--- config.mk ---
export PLATFORM = sky130hd
export DESIGN_NAME = mode_ctrl
export DESIGN_NICKNAME = d
export VERILOG_FILES = /design/src/hw/mode_ctrl_pkg.sv /design/src/hw/mode_ctrl.sv
export VERILOG_INCLUDE_DIRS = /design/src /design/src/hw
export SDC_FILE = /design/constraint.sdc
export NUM_CORES = 1
export LEC_CHECK = 0
export BUFFER_PORTS_ARGS = -buffer_cell sky130_fd_sc_hd__clkbuf_2
export CORE_UTILIZATION = 50
export CTS_CLUSTER_DIAMETER = 50
export CTS_CLUSTER_SIZE = 10
export DETAILED_ROUTE_END_ITERATION = 12
export GPL_ROUTABILITY_DRIVEN = 0
export PLACE_DENSITY = 0.7
export REMOVE_ABC_BUFFERS = 1
export SLEW_MARGIN = 10
export SYNTH_ARGS = -nofsm -noshare
export SYNTH_HDL_FRONTEND = slang
export SYNTH_SLANG_ARGS = --single-unit
--- constraint.sdc ---
create_clock -name clk_in -period 6.15 [get_ports clk_in]
set_clock_uncertainty 0.15 [all_clocks]
set_input_delay 1.23 -clock clk_in [delete_from_list [all_inputs] [get_ports clk_in]]
set_output_delay 1.23 -clock clk_in [all_outputs]
set_load 0.05 [all_outputs]
--- src/hw/mode_ctrl_defines.svh ---
`ifndef MODE_CTRL_DEFINES_SVH
`define MODE_CTRL_DEFINES_SVH

// serial configuration port
`define SR_LEN        20
`define BANK_W        18
`define BANK3_W       4
`define ADDR_BITS     2

// bank 0 field positions
`define F_FILT_B      0
`define F_OBSERVE     1
`define F_ERD_LO      2
`define F_ERD_W       2
`define F_CODE_INV    4
`define F_REF_EN      5
`define F_LOWZ_LONG   6
`define F_PRE_3T      7

// power-on presets
`define BANK0_RST     18'h00000
`define BANK1_RST     18'h00000
`define BANK2_RST     18'h00000
`define BANK3_RST     4'h0

// register port map
`define RA_W          4
`define RA_BANK0      4'h0
`define RA_BANK1      4'h1
`define RA_BANK2      4'h2
`define RA_BANK3      4'h3
`define RA_STATUS     4'h4

// status word bit positions
`define S_PREAMBLE    0
`define S_RG          1
`define S_WG          2
`define S_LOWZ        3
`define S_FLOCK       4
`define S_SCK_SYNC    5

// timing
`define CLK_MHZ       125
`define LOWZ_SHORT_NS 1700
`define LOWZ_LONG_NS  3400
`define LOWZ_SHORT_CYC ((`LOWZ_SHORT_NS * `CLK_MHZ + 999) / 1000)
`define LOWZ_LONG_CYC  ((`LOWZ_LONG_NS * `CLK_MHZ + 999) / 1000)
`define LOWZ_CNT_W    9
`define PRE_PULSES    16
`define PRE_CNT_W     5
`define PER_2T        2
`define PER_3T        3
`define IV_W          3

`endif

--- src/hw/mode_ctrl_pkg.sv ---
package mode_ctrl_pkg;

  typedef enum logic [1:0] {
    ERD_IDLE_LOW = 2'h0,
    ERD_OUTPUT   = 2'h1,
    ERD_INPUT    = 2'h2,
    ERD_RSVD     = 2'h3
  } erd_mode_t;

  // gray coded along idle -> writing -> holding
  typedef enum logic [1:0] {
    LZ_IDLE  = 2'h0,
    LZ_WRITE = 2'h1,
    LZ_HOLD  = 2'h3
  } lowz_state_t;

  typedef struct packed {
    logic      filt_b;
    logic      observe;
    erd_mode_t erd_mode;
    logic      code_inv;
    logic      ref_en;
    logic      lowz_long;
    logic      pre_3t;
  } cfg_t;

  // pins sampled from outside the clock domain
  typedef struct packed {
    logic reg_clock;
    logic reg_serial_data;
    logic reg_latch_shift_sel;
    logic read_gate;
    logic write_gate;
    logic freq_lock_ctrl;
    logic hold;
    logic early;
    logic late;
    logic detector_power_down_n;
    logic servo_sel_a;
    logic servo_sel_b;
    logic servo_sel_c;
    logic sync_clk;
    logic ref_out_a_clk;
    logic detected_pulse;
    logic encoded_pulse;
    logic code;
    logic zero_phase_start_done;
  } pins_t;

endpackage

--- src/hw/mode_ctrl.sv ---
// Function
// - shift serial bit on clock while select low
// - select high loads addressed bank, applies it
// - 20-bit shifter, last two bits address
// - presets at power-on only, not power-down
// - hold freezes AGC; coasts loop in read
// - early select shifts write pulse early
// - late select shifts write pulse late
// - detector power-down pin idles the detector only
// - glitch-free sync or ref_out_a clock select
// - read gate low forces frequency lock
// - lock control high ends lock, gates pulses
// - gates and lock control accepted anytime
// - preamble found after gate, start, 16 pulses
// - preamble flag latched until read gate drops
// - reference output low until enabled
// - configurable write data output polarity
// - write gate low-z plus programmable hold
// - encoded pulse pin off, output, or input
// - pin input replaces detected pulses when selected
// - hold high: gray code selects servo gate
// - hold low: discharge and AGC speed select
// - configuration selects filter A or B
// - observation mode repurposes servo capacitor pins
`timescale 1ns/100ps
`include "mode_ctrl_defines.svh"

module mode_ctrl (
  // clock, reset, enable
  input  wire logic                 clk_in,
  input  wire logic                 rst_in,
  input  wire logic                 ce_in,
  // register port
  input  wire logic [`RA_W-1:0]     addr_in,
  input  wire logic [31:0]          wdata_in,
  input  wire logic                 wr_in,
  input  wire logic                 rd_in,
  output logic      [31:0]          rdata_out,
  // serial configuration pins
  input  wire logic                 reg_clock_in,
  input  wire logic                 reg_serial_data_in,
  input  wire logic                 reg_latch_shift_sel_in,
  // mode pins from the controller
  input  wire logic                 read_gate_in,
  input  wire logic                 write_gate_in,
  input  wire logic                 freq_lock_ctrl_in,
  input  wire logic                 hold_in,
  input  wire logic                 early_in,
  input  wire logic                 late_in,
  input  wire logic                 detector_power_down_n_in,
  input  wire logic                 servo_sel_a_in,
  input  wire logic                 servo_sel_b_in,
  input  wire logic                 servo_sel_c_in,
  input  wire logic                 zero_phase_start_done_in,
  // clocks and pulses from the analog side
  input  wire logic                 sync_clk_in,
  input  wire logic                 ref_out_a_clk_in,
  input  wire logic                 detected_pulse_in,
  input  wire logic                 code_in,
  // encoded pulse pin
  input  wire logic                 encoded_pulse_pin_in,
  output logic                      encoded_pulse_pin_out,
  output logic                      encoded_pulse_pin_oe_out,
  // clock and data outputs
  output logic                      sck_out,
  output logic                      ref_out_a_out,
  output logic                      code_out,
  output logic                      early_shift_out,
  output logic                      late_shift_out,
  output logic                      sync_pulse_out,
  // loop and detector control
  output logic                      agc_freeze_out,
  output logic                      phase_comp_en_out,
  output logic                      freq_lock_active_out,
  output logic                      pulse_gate_en_out,
  output logic                      preamble_found_out,
  output logic                      analog_low_z_out,
  output logic                      detector_off_out,
  output logic                      filter_b_sel_out,
  output logic                      observe_mode_out,
  // servo control
  output logic      [3:0]           servo_gate_out,
  output logic                      servo_discharge_out,
  output logic                      agc_fast_out
);

  localparam int LZ_SHORT = `LOWZ_SHORT_CYC;
  localparam int LZ_LONG  = `LOWZ_LONG_CYC;

  // two-stage synchronisers for every outside pin
  mode_ctrl_pkg::pins_t pins_raw;
  mode_ctrl_pkg::pins_t sync1_q;
  mode_ctrl_pkg::pins_t s_q;
  mode_ctrl_pkg::pins_t s_prev_q;

  assign pins_raw = {reg_clock_in, reg_serial_data_in, reg_latch_shift_sel_in, read_gate_in,
                     write_gate_in, freq_lock_ctrl_in, hold_in, early_in, late_in,
                     detector_power_down_n_in, servo_sel_a_in, servo_sel_b_in, servo_sel_c_in,
                     sync_clk_in, ref_out_a_clk_in, detected_pulse_in, encoded_pulse_pin_in, code_in,
                     zero_phase_start_done_in};

  // no timing relation assumed between gates, so all pass the same path
  always_ff @(posedge clk_in) begin
    if (rst_in) begin
      sync1_q  <= '0;
      s_q      <= '0;
      s_prev_q <= '0;
    end else if (ce_in) begin
      sync1_q  <= pins_raw;
      s_q      <= sync1_q;
      s_prev_q <= s_q;
    end
  end

  wire reg_clk_rise  = s_q.reg_clock & ~s_prev_q.reg_clock;
  wire latch_rise    = s_q.reg_latch_shift_sel & ~s_prev_q.reg_latch_shift_sel;
  wire sync_clk_rise = s_q.sync_clk & ~s_prev_q.sync_clk;

  // serial configuration shifter and latch banks
  logic [`SR_LEN-1:0]  shift_q;
  logic [`BANK_W-1:0]  bank0_q;
  logic [`BANK_W-1:0]  bank1_q;
  logic [`BANK_W-1:0]  bank2_q;
  logic [`BANK3_W-1:0] bank3_q;

  wire                     shift_en  = reg_clk_rise & ~s_q.reg_latch_shift_sel;
  wire [`ADDR_BITS-1:0]    ser_addr  = shift_q[`ADDR_BITS-1:0];
  wire [`BANK_W-1:0]       ser_data  = shift_q[`SR_LEN-1:`ADDR_BITS];
  wire                     bus_wr_b0 = wr_in & (addr_in == `RA_BANK0);
  wire                     bus_wr_b1 = wr_in & (addr_in == `RA_BANK1);
  wire                     bus_wr_b2 = wr_in & (addr_in == `RA_BANK2);
  wire                     bus_wr_b3 = wr_in & (addr_in == `RA_BANK3);
  wire                     ld_b0     = latch_rise & (ser_addr == 2'h0);
  wire                     ld_b1     = latch_rise & (ser_addr == 2'h1);
  wire                     ld_b2     = latch_rise & (ser_addr == 2'h2);
  wire                     ld_b3     = latch_rise & (ser_addr == 2'h3);

  // first bit in ends up at the top, last two bits in are the address
  always_ff @(posedge clk_in) begin
    if (rst_in) begin
      shift_q <= '0;
    end else if (ce_in && shift_en) begin
      shift_q <= {shift_q[`SR_LEN-2:0], s_q.reg_serial_data};
    end
  end

  // only rst_in presets banks; detector power-down never touches them
  // serial load wins over a bus write in the same cycle
  always_ff @(posedge clk_in) begin
    if (rst_in) begin
      bank0_q <= `BANK0_RST;
      bank1_q <= `BANK1_RST;
      bank2_q <= `BANK2_RST;
      bank3_q <= `BANK3_RST;
    end else if (ce_in) begin
      if (ld_b0) begin
        bank0_q <= ser_data;
      end else if (bus_wr_b0) begin
        bank0_q <= wdata_in[`BANK_W-1:0];
      end
      if (ld_b1) begin
        bank1_q <= ser_data;
      end else if (bus_wr_b1) begin
        bank1_q <= wdata_in[`BANK_W-1:0];
      end
      if (ld_b2) begin
        bank2_q <= ser_data;
      end else if (bus_wr_b2) begin
        bank2_q <= wdata_in[`BANK_W-1:0];
      end
      if (ld_b3) begin
        bank3_q <= ser_data[`BANK3_W-1:0];
      end else if (bus_wr_b3) begin
        bank3_q <= wdata_in[`BANK3_W-1:0];
      end
    end
  end

  mode_ctrl_pkg::cfg_t cfg;
  assign cfg = {bank0_q[`F_FILT_B], bank0_q[`F_OBSERVE], bank0_q[`F_ERD_LO +: `F_ERD_W],
                bank0_q[`F_CODE_INV], bank0_q[`F_REF_EN], bank0_q[`F_LOWZ_LONG],
                bank0_q[`F_PRE_3T]};

  // sync clock mux: switch only while output and new source are low
  logic sck_q;
  logic sck_sel_q;

  wire sck_want   = s_q.read_gate;
  wire sck_src    = sck_sel_q ? s_q.sync_clk : s_q.ref_out_a_clk;
  wire new_src    = sck_want ? s_q.sync_clk : s_q.ref_out_a_clk;
  wire sck_switch = (sck_want != sck_sel_q) & ~sck_q & ~new_src;

  always_ff @(posedge clk_in) begin
    if (rst_in) begin
      sck_sel_q <= 1'b0;
      sck_q     <= 1'b0;
    end else if (ce_in) begin
      if (sck_switch) begin
        sck_sel_q <= sck_want;
        sck_q     <= 1'b0;
      end else if (sck_want != sck_sel_q) begin
        sck_q     <= sck_q & sck_src;
      end else begin
        sck_q     <= sck_src;
      end
    end
  end

  // pulse source for the synchronizer and the encoded pulse pin
  wire erd_in_mode  = (cfg.erd_mode == mode_ctrl_pkg::ERD_INPUT);
  wire erd_out_mode = (cfg.erd_mode == mode_ctrl_pkg::ERD_OUTPUT);
  wire pulse_src    = erd_in_mode ? s_q.encoded_pulse : s_q.detected_pulse;
  logic pulse_prev_q;
  wire  pulse_rise  = pulse_src & ~pulse_prev_q;

  // preamble detector: spacing counted in synchronizer clock edges
  logic [`IV_W-1:0]      iv_q;
  logic [`PRE_CNT_W-1:0] pre_cnt_q;
  logic                  found_q;

  wire [`IV_W-1:0] period   = cfg.pre_3t ? `IV_W'(`PER_3T) : `IV_W'(`PER_2T);
  wire             arm      = s_q.read_gate & s_q.zero_phase_start_done;
  wire             spacing  = (iv_q == period);
  wire             pre_full = (pre_cnt_q == `PRE_CNT_W'(`PRE_PULSES));

  always_ff @(posedge clk_in) begin
    if (rst_in) begin
      pulse_prev_q <= 1'b0;
      iv_q         <= '0;
      pre_cnt_q    <= '0;
      found_q      <= 1'b0;
    end else if (ce_in) begin
      pulse_prev_q <= pulse_src;
      if (!s_q.read_gate) begin
        iv_q      <= '0;
        pre_cnt_q <= '0;
        found_q   <= 1'b0;
      end else begin
        if (pulse_rise) begin
          iv_q <= '0;
        end else if (sync_clk_rise && iv_q != '1) begin
          iv_q <= iv_q + `IV_W'(1);
        end
        if (arm && pulse_rise && !pre_full) begin
          pre_cnt_q <= spacing ? pre_cnt_q + `PRE_CNT_W'(1) : '0;
        end
        if (arm && pre_full) begin
          found_q <= 1'b1;
        end
      end
    end
  end

  // input low-z hold after the write gate falls
  mode_ctrl_pkg::lowz_state_t lz_q;
  logic [`LOWZ_CNT_W-1:0]     lz_cnt_q;
  wire  [`LOWZ_CNT_W-1:0]     lz_load = `LOWZ_CNT_W'(cfg.lowz_long ? LZ_LONG : LZ_SHORT);

  always_ff @(posedge clk_in) begin
    if (rst_in) begin
      lz_q     <= mode_ctrl_pkg::LZ_IDLE;
      lz_cnt_q <= '0;
    end else if (ce_in) begin
      case (lz_q)
        mode_ctrl_pkg::LZ_IDLE: begin
          if (s_q.write_gate) lz_q <= mode_ctrl_pkg::LZ_WRITE;
        end
        mode_ctrl_pkg::LZ_WRITE: begin
          if (!s_q.write_gate) begin
            lz_q     <= mode_ctrl_pkg::LZ_HOLD;
            lz_cnt_q <= lz_load - `LOWZ_CNT_W'(1);
          end
        end
        mode_ctrl_pkg::LZ_HOLD: begin
          if (s_q.write_gate) begin
            lz_q <= mode_ctrl_pkg::LZ_WRITE;
          end else if (lz_cnt_q == '0) begin
            lz_q <= mode_ctrl_pkg::LZ_IDLE;
          end else begin
            lz_cnt_q <= lz_cnt_q - `LOWZ_CNT_W'(1);
          end
        end
        default: lz_q <= mode_ctrl_pkg::LZ_IDLE;
      endcase
    end
  end

  // servo decode: gray 000,001,011,010 picks bursts 0..3
  wire [2:0] gray = {s_q.servo_sel_c, s_q.servo_sel_b, s_q.servo_sel_a};
  logic [3:0] gate_dec;
  always_comb begin
    case (gray)
      3'h0:    gate_dec = 4'h1;
      3'h1:    gate_dec = 4'h2;
      3'h3:    gate_dec = 4'h4;
      3'h2:    gate_dec = 4'h8;
      default: gate_dec = 4'h0;
    endcase
  end

  // registered outputs
  always_ff @(posedge clk_in) begin
    if (rst_in) begin
      ref_out_a_out          <= 1'b0;
      code_out               <= 1'b0;
      early_shift_out        <= 1'b0;
      late_shift_out         <= 1'b0;
      sync_pulse_out         <= 1'b0;
      agc_freeze_out         <= 1'b0;
      phase_comp_en_out      <= 1'b1;
      freq_lock_active_out   <= 1'b1;
      pulse_gate_en_out      <= 1'b0;
      detector_off_out       <= 1'b0;
      filter_b_sel_out       <= 1'b0;
      observe_mode_out       <= 1'b0;
      servo_gate_out         <= 4'h0;
      servo_discharge_out    <= 1'b0;
      agc_fast_out           <= 1'b0;
      encoded_pulse_pin_out  <= 1'b0;
    end else if (ce_in) begin
      ref_out_a_out          <= cfg.ref_en & s_q.ref_out_a_clk;
      code_out               <= s_q.code ^ cfg.code_inv;
      early_shift_out        <= s_q.early;
      late_shift_out         <= s_q.late;
      sync_pulse_out         <= pulse_src;
      agc_freeze_out         <= s_q.hold;
      phase_comp_en_out      <= ~(s_q.hold & s_q.read_gate);
      freq_lock_active_out   <= ~s_q.read_gate | ~s_q.freq_lock_ctrl;
      pulse_gate_en_out      <= s_q.read_gate & s_q.freq_lock_ctrl;
      detector_off_out       <= ~s_q.detector_power_down_n;
      filter_b_sel_out       <= cfg.filt_b;
      observe_mode_out       <= cfg.observe;
      servo_gate_out         <= s_q.hold ? gate_dec : 4'h0;
      servo_discharge_out    <= ~s_q.hold & s_q.servo_sel_a;
      agc_fast_out           <= ~s_q.hold & s_q.servo_sel_b;
      encoded_pulse_pin_out  <= erd_out_mode & s_q.detected_pulse;
    end
  end

  assign sck_out                  = sck_q;
  assign preamble_found_out       = found_q;
  assign analog_low_z_out         = (lz_q != mode_ctrl_pkg::LZ_IDLE);
  assign encoded_pulse_pin_oe_out = ~erd_in_mode;

  // register read port, one cycle latency
  wire [31:0] status_word = {26'h0, sck_sel_q, freq_lock_active_out, analog_low_z_out,
                             s_q.write_gate, s_q.read_gate, found_q};
  logic [31:0] rd_mux;
  always_comb begin
    case (addr_in)
      `RA_BANK0:  rd_mux = {14'h0, bank0_q};
      `RA_BANK1:  rd_mux = {14'h0, bank1_q};
      `RA_BANK2:  rd_mux = {14'h0, bank2_q};
      `RA_BANK3:  rd_mux = {28'h0, bank3_q};
      `RA_STATUS: rd_mux = status_word;
      default:    rd_mux = 32'h0;
    endcase
  end

  always_ff @(posedge clk_in) begin
    if (rst_in) begin
      rdata_out <= 32'h0;
    end else if (ce_in) begin
      rdata_out <= rd_in ? rd_mux : 32'h0;
    end
  end
endmodule // mode_ctrl

==> flow_metrics.env <==
export IMPL_grt_pass1_vias=5510
export IMPL_synthCells=838
export IMPL_worstMarginPinSlew_ns=0.992
export IMPL_area_growth_pct=13.5
export IMPL_die_width_um=128
export IMPL_start_kind="primary input"
export IMPL_critPathKind="primary input to flip-flop"
export IMPL_fp_dieH_um=128
export IMPL_clock_latency_ns=0.44
export IMPL_synth_warnings=0
export IMPL_cts_setup_buffers=0
export IMPL_arrival_ns=3.77
export IMPL_slew_headroom_pct=33.7
export IMPL_fillers=1442
export IMPL_cts_hold_buf=0
export IMPL_tns_ns=0
export IMPL_grt_use_total_pct=21.9
export IMPL_n_antenna_cell=0
export IMPL_cts_tree="done"
export IMPL_vias_per_cell=5.42
export IMPL_status="finished, final reports clean"
export IMPL_cts_repair_resized=0
export IMPL_io_buffers=86
export IMPL_r2r_slack_ns=3.41
export IMPL_final_cells=1119
export IMPL_grt_start_max_net_pins=80
export IMPL_grt_pass1_wl_mm=28.0
export IMPL_drc=0
export IMPL_cts_root_buf="clkbuf_16"
export IMPL_end_kind="flip-flop"
export IMPL_synth_most_common_cell="dfxtp_1"
export IMPL_layout_drive_gt1_share_pct=19.5
export IMPL_synth_cell_type_count=57
export IMPL_ctsLongestPathBuffers=2
export IMPL_clk_pin_slew_ns=0.07
export IMPL_dpl_cell_area_sq_um=8350
export IMPL_finalSetupViolations=0
export IMPL_wl_per_cell_um=15.3
export IMPL_synth_ff_type="dfxtp_1"
export IMPL_power_density_nw_per_um2=276
export IMPL_placed_cells=1087
export IMPL_grt_overflow=0
export IMPL_synthTopCellsByCount="178 x dfxtp_1, 156 x nor2_1, 108 x mux2i_1"
export IMPL_final_antenna_net_count=0
export IMPL_wl_mm=17.1
export IMPL_worst_hold_slack_ns=0.285
export IMPL_cts_htree_levels=4
export IMPL_drtPass1Iterations=5
export IMPL_yosys_top_cells_area="dfxtp_1 45%, mux2i_1 14%, nor2_1 7.4%"
export IMPL_pre_cts_ws_ns=2.06
export IMPL_report_final_slew_viol_count=0
export IMPL_yosysTopAreaCell="dfxtp_1"
export IMPL_finalCriticalPeriod_ns=3.61
export IMPL_syn_area_per_cell_sq_um=9.42
export IMPL_ioPinCount=115
export IMPL_dp_hpwl_mm=10.7
export IMPL_num_vias=6061
export IMPL_ys_async_sr_fraction_pct=0
export IMPL_p_leak_uw=0.00331
export IMPL_ys_seq_area_share_pct=45.1
export IMPL_ys_ff_latch=178
export IMPL_synth_edf_count=0
export IMPL_synth_top_area_share_pct=45.1
export IMPL_final_hold_violation_count=0
export IMPL_start_util_pct=51.6
export IMPL_nets=960
export IMPL_numCtsBuffers=17
export IMPL_rsz0062_at_grt="no"
export IMPL_period_share_pct=58.7
export IMPL_row_count=45
export IMPL_ir_worst_vdd_v=0.000223
export IMPL_required_ns=6.30
export IMPL_drt_iter0_drc=424
export IMPL_worst_slack_ns=2.54
export IMPL_dieArea_sq_um=16300
export IMPL_maxClockFrequency_ghz=0.277
export IMPL_final_cell_area_sq_um=8960
export IMPL_hp_class="flip-flop to flip-flop"
export IMPL_syn_area_sq_um=7900
export IMPL_critPathMaxFanout=51
export IMPL_antenna_found_initial=0
export IMPL_clock_sinks=178
export IMPL_cap_violations=0
export IMPL_core_area_sq_um=15300
[cell families after synthesis]
logic type | share of synthesized area (%)
fa+ha+maj | 0.792
flops | 45.1
compound gates | 17.5
mux | 14.3
simple gates | 16.2
buf+inv | 5.34
other cells | 0.0475
xor+xnor | 0.666
[power by group]
group | internal (uW) | total [uW] | switching, uW | leakage (uW)
registers | 1180 | 1190 | 17.3 | 0.00144
clock network | 627 | 1100 | 473 | 0.000296
logic | 58.8 | 178 | 119 | 0.00157
total | 1860 | 2470 | 609 | 0.00331
[worst max-delay path, stage by stage]
cell     delay, ns
buf_4         0.56
inv_1         0.62
or4b_2        1.07
nand2_1       0.16
a21oi_1       0.07
[per-stage QoR]
step / power, uW / utilization (%)
3_3_place_gp: 1400 / 54.5
3_5_place_dp: 1400 / 54.5
2_1_floorplan: 1320 / -
4_1_cts: 2490 / 58.5
6_report: 2470 / 58.5
5_1_grt: 2570 / 58.5
[state kept, by name (all words and copies together), names as in the netlist, 9 cells and up]
register	flops
shift_q	20
sync1_q	19
bank0_q	18
bank1_q	18
bank2_q	18
rdata_out	18
s_q	15
lz_cnt_q	9
[cells in the final DEF (no fill, tap or decap), drive strengths merged, types with 4 or more instances in the layout]
cell type / n
dfxtp: 178
nor2: 159
mux2i: 108
clkbuf: 103
nand2: 62
a211oi: 62
a21oi: 54
a222oi: 18
o21ai: 16
conb: 14
a22oi: 12
buf: 12
inv: 12
clkinv: 8
nor3: 7
nand2b: 5
xnor2: 5
a22o: 5
ha: 5
nor4b: 5
mux2: 4
nand3b: 4
nor4: 4
[final timing paths]
path | from | endpoint | cells after the start
max | ce_in | shift_q[15] | 5
min | s_q[9] | detector_off_out | 1
max reg2reg | s_q[16] | bank1_q[11] | 5
min reg2reg | s_q[9] | detector_off_out | 1
[routing by layer]
layer | track usage, % | up-vias | wire (um)
li1 | - | 3113 | -
met1 | 27.7 | 2812 | 7890
met2 | 36.6 | 115 | 8360
met3 | 5.09 | 21 | 650
met4 | 7.40 | 0 | 240
met5 | 0 | - | 0
[cell type report]
class                      instances  area [sq um]  share of cell area [%]
multi-input combinational        592          3970                    44.3
sequential                       178          3560                    39.8
timing repair buffer              96           514                    5.74
clock buffer                      19           453                    5.06
tap                              211           264                    2.95
clock inverter                    13           154                    1.72
inverter                          10          37.5                   0.419
Power figures use the tool's default switching activity.
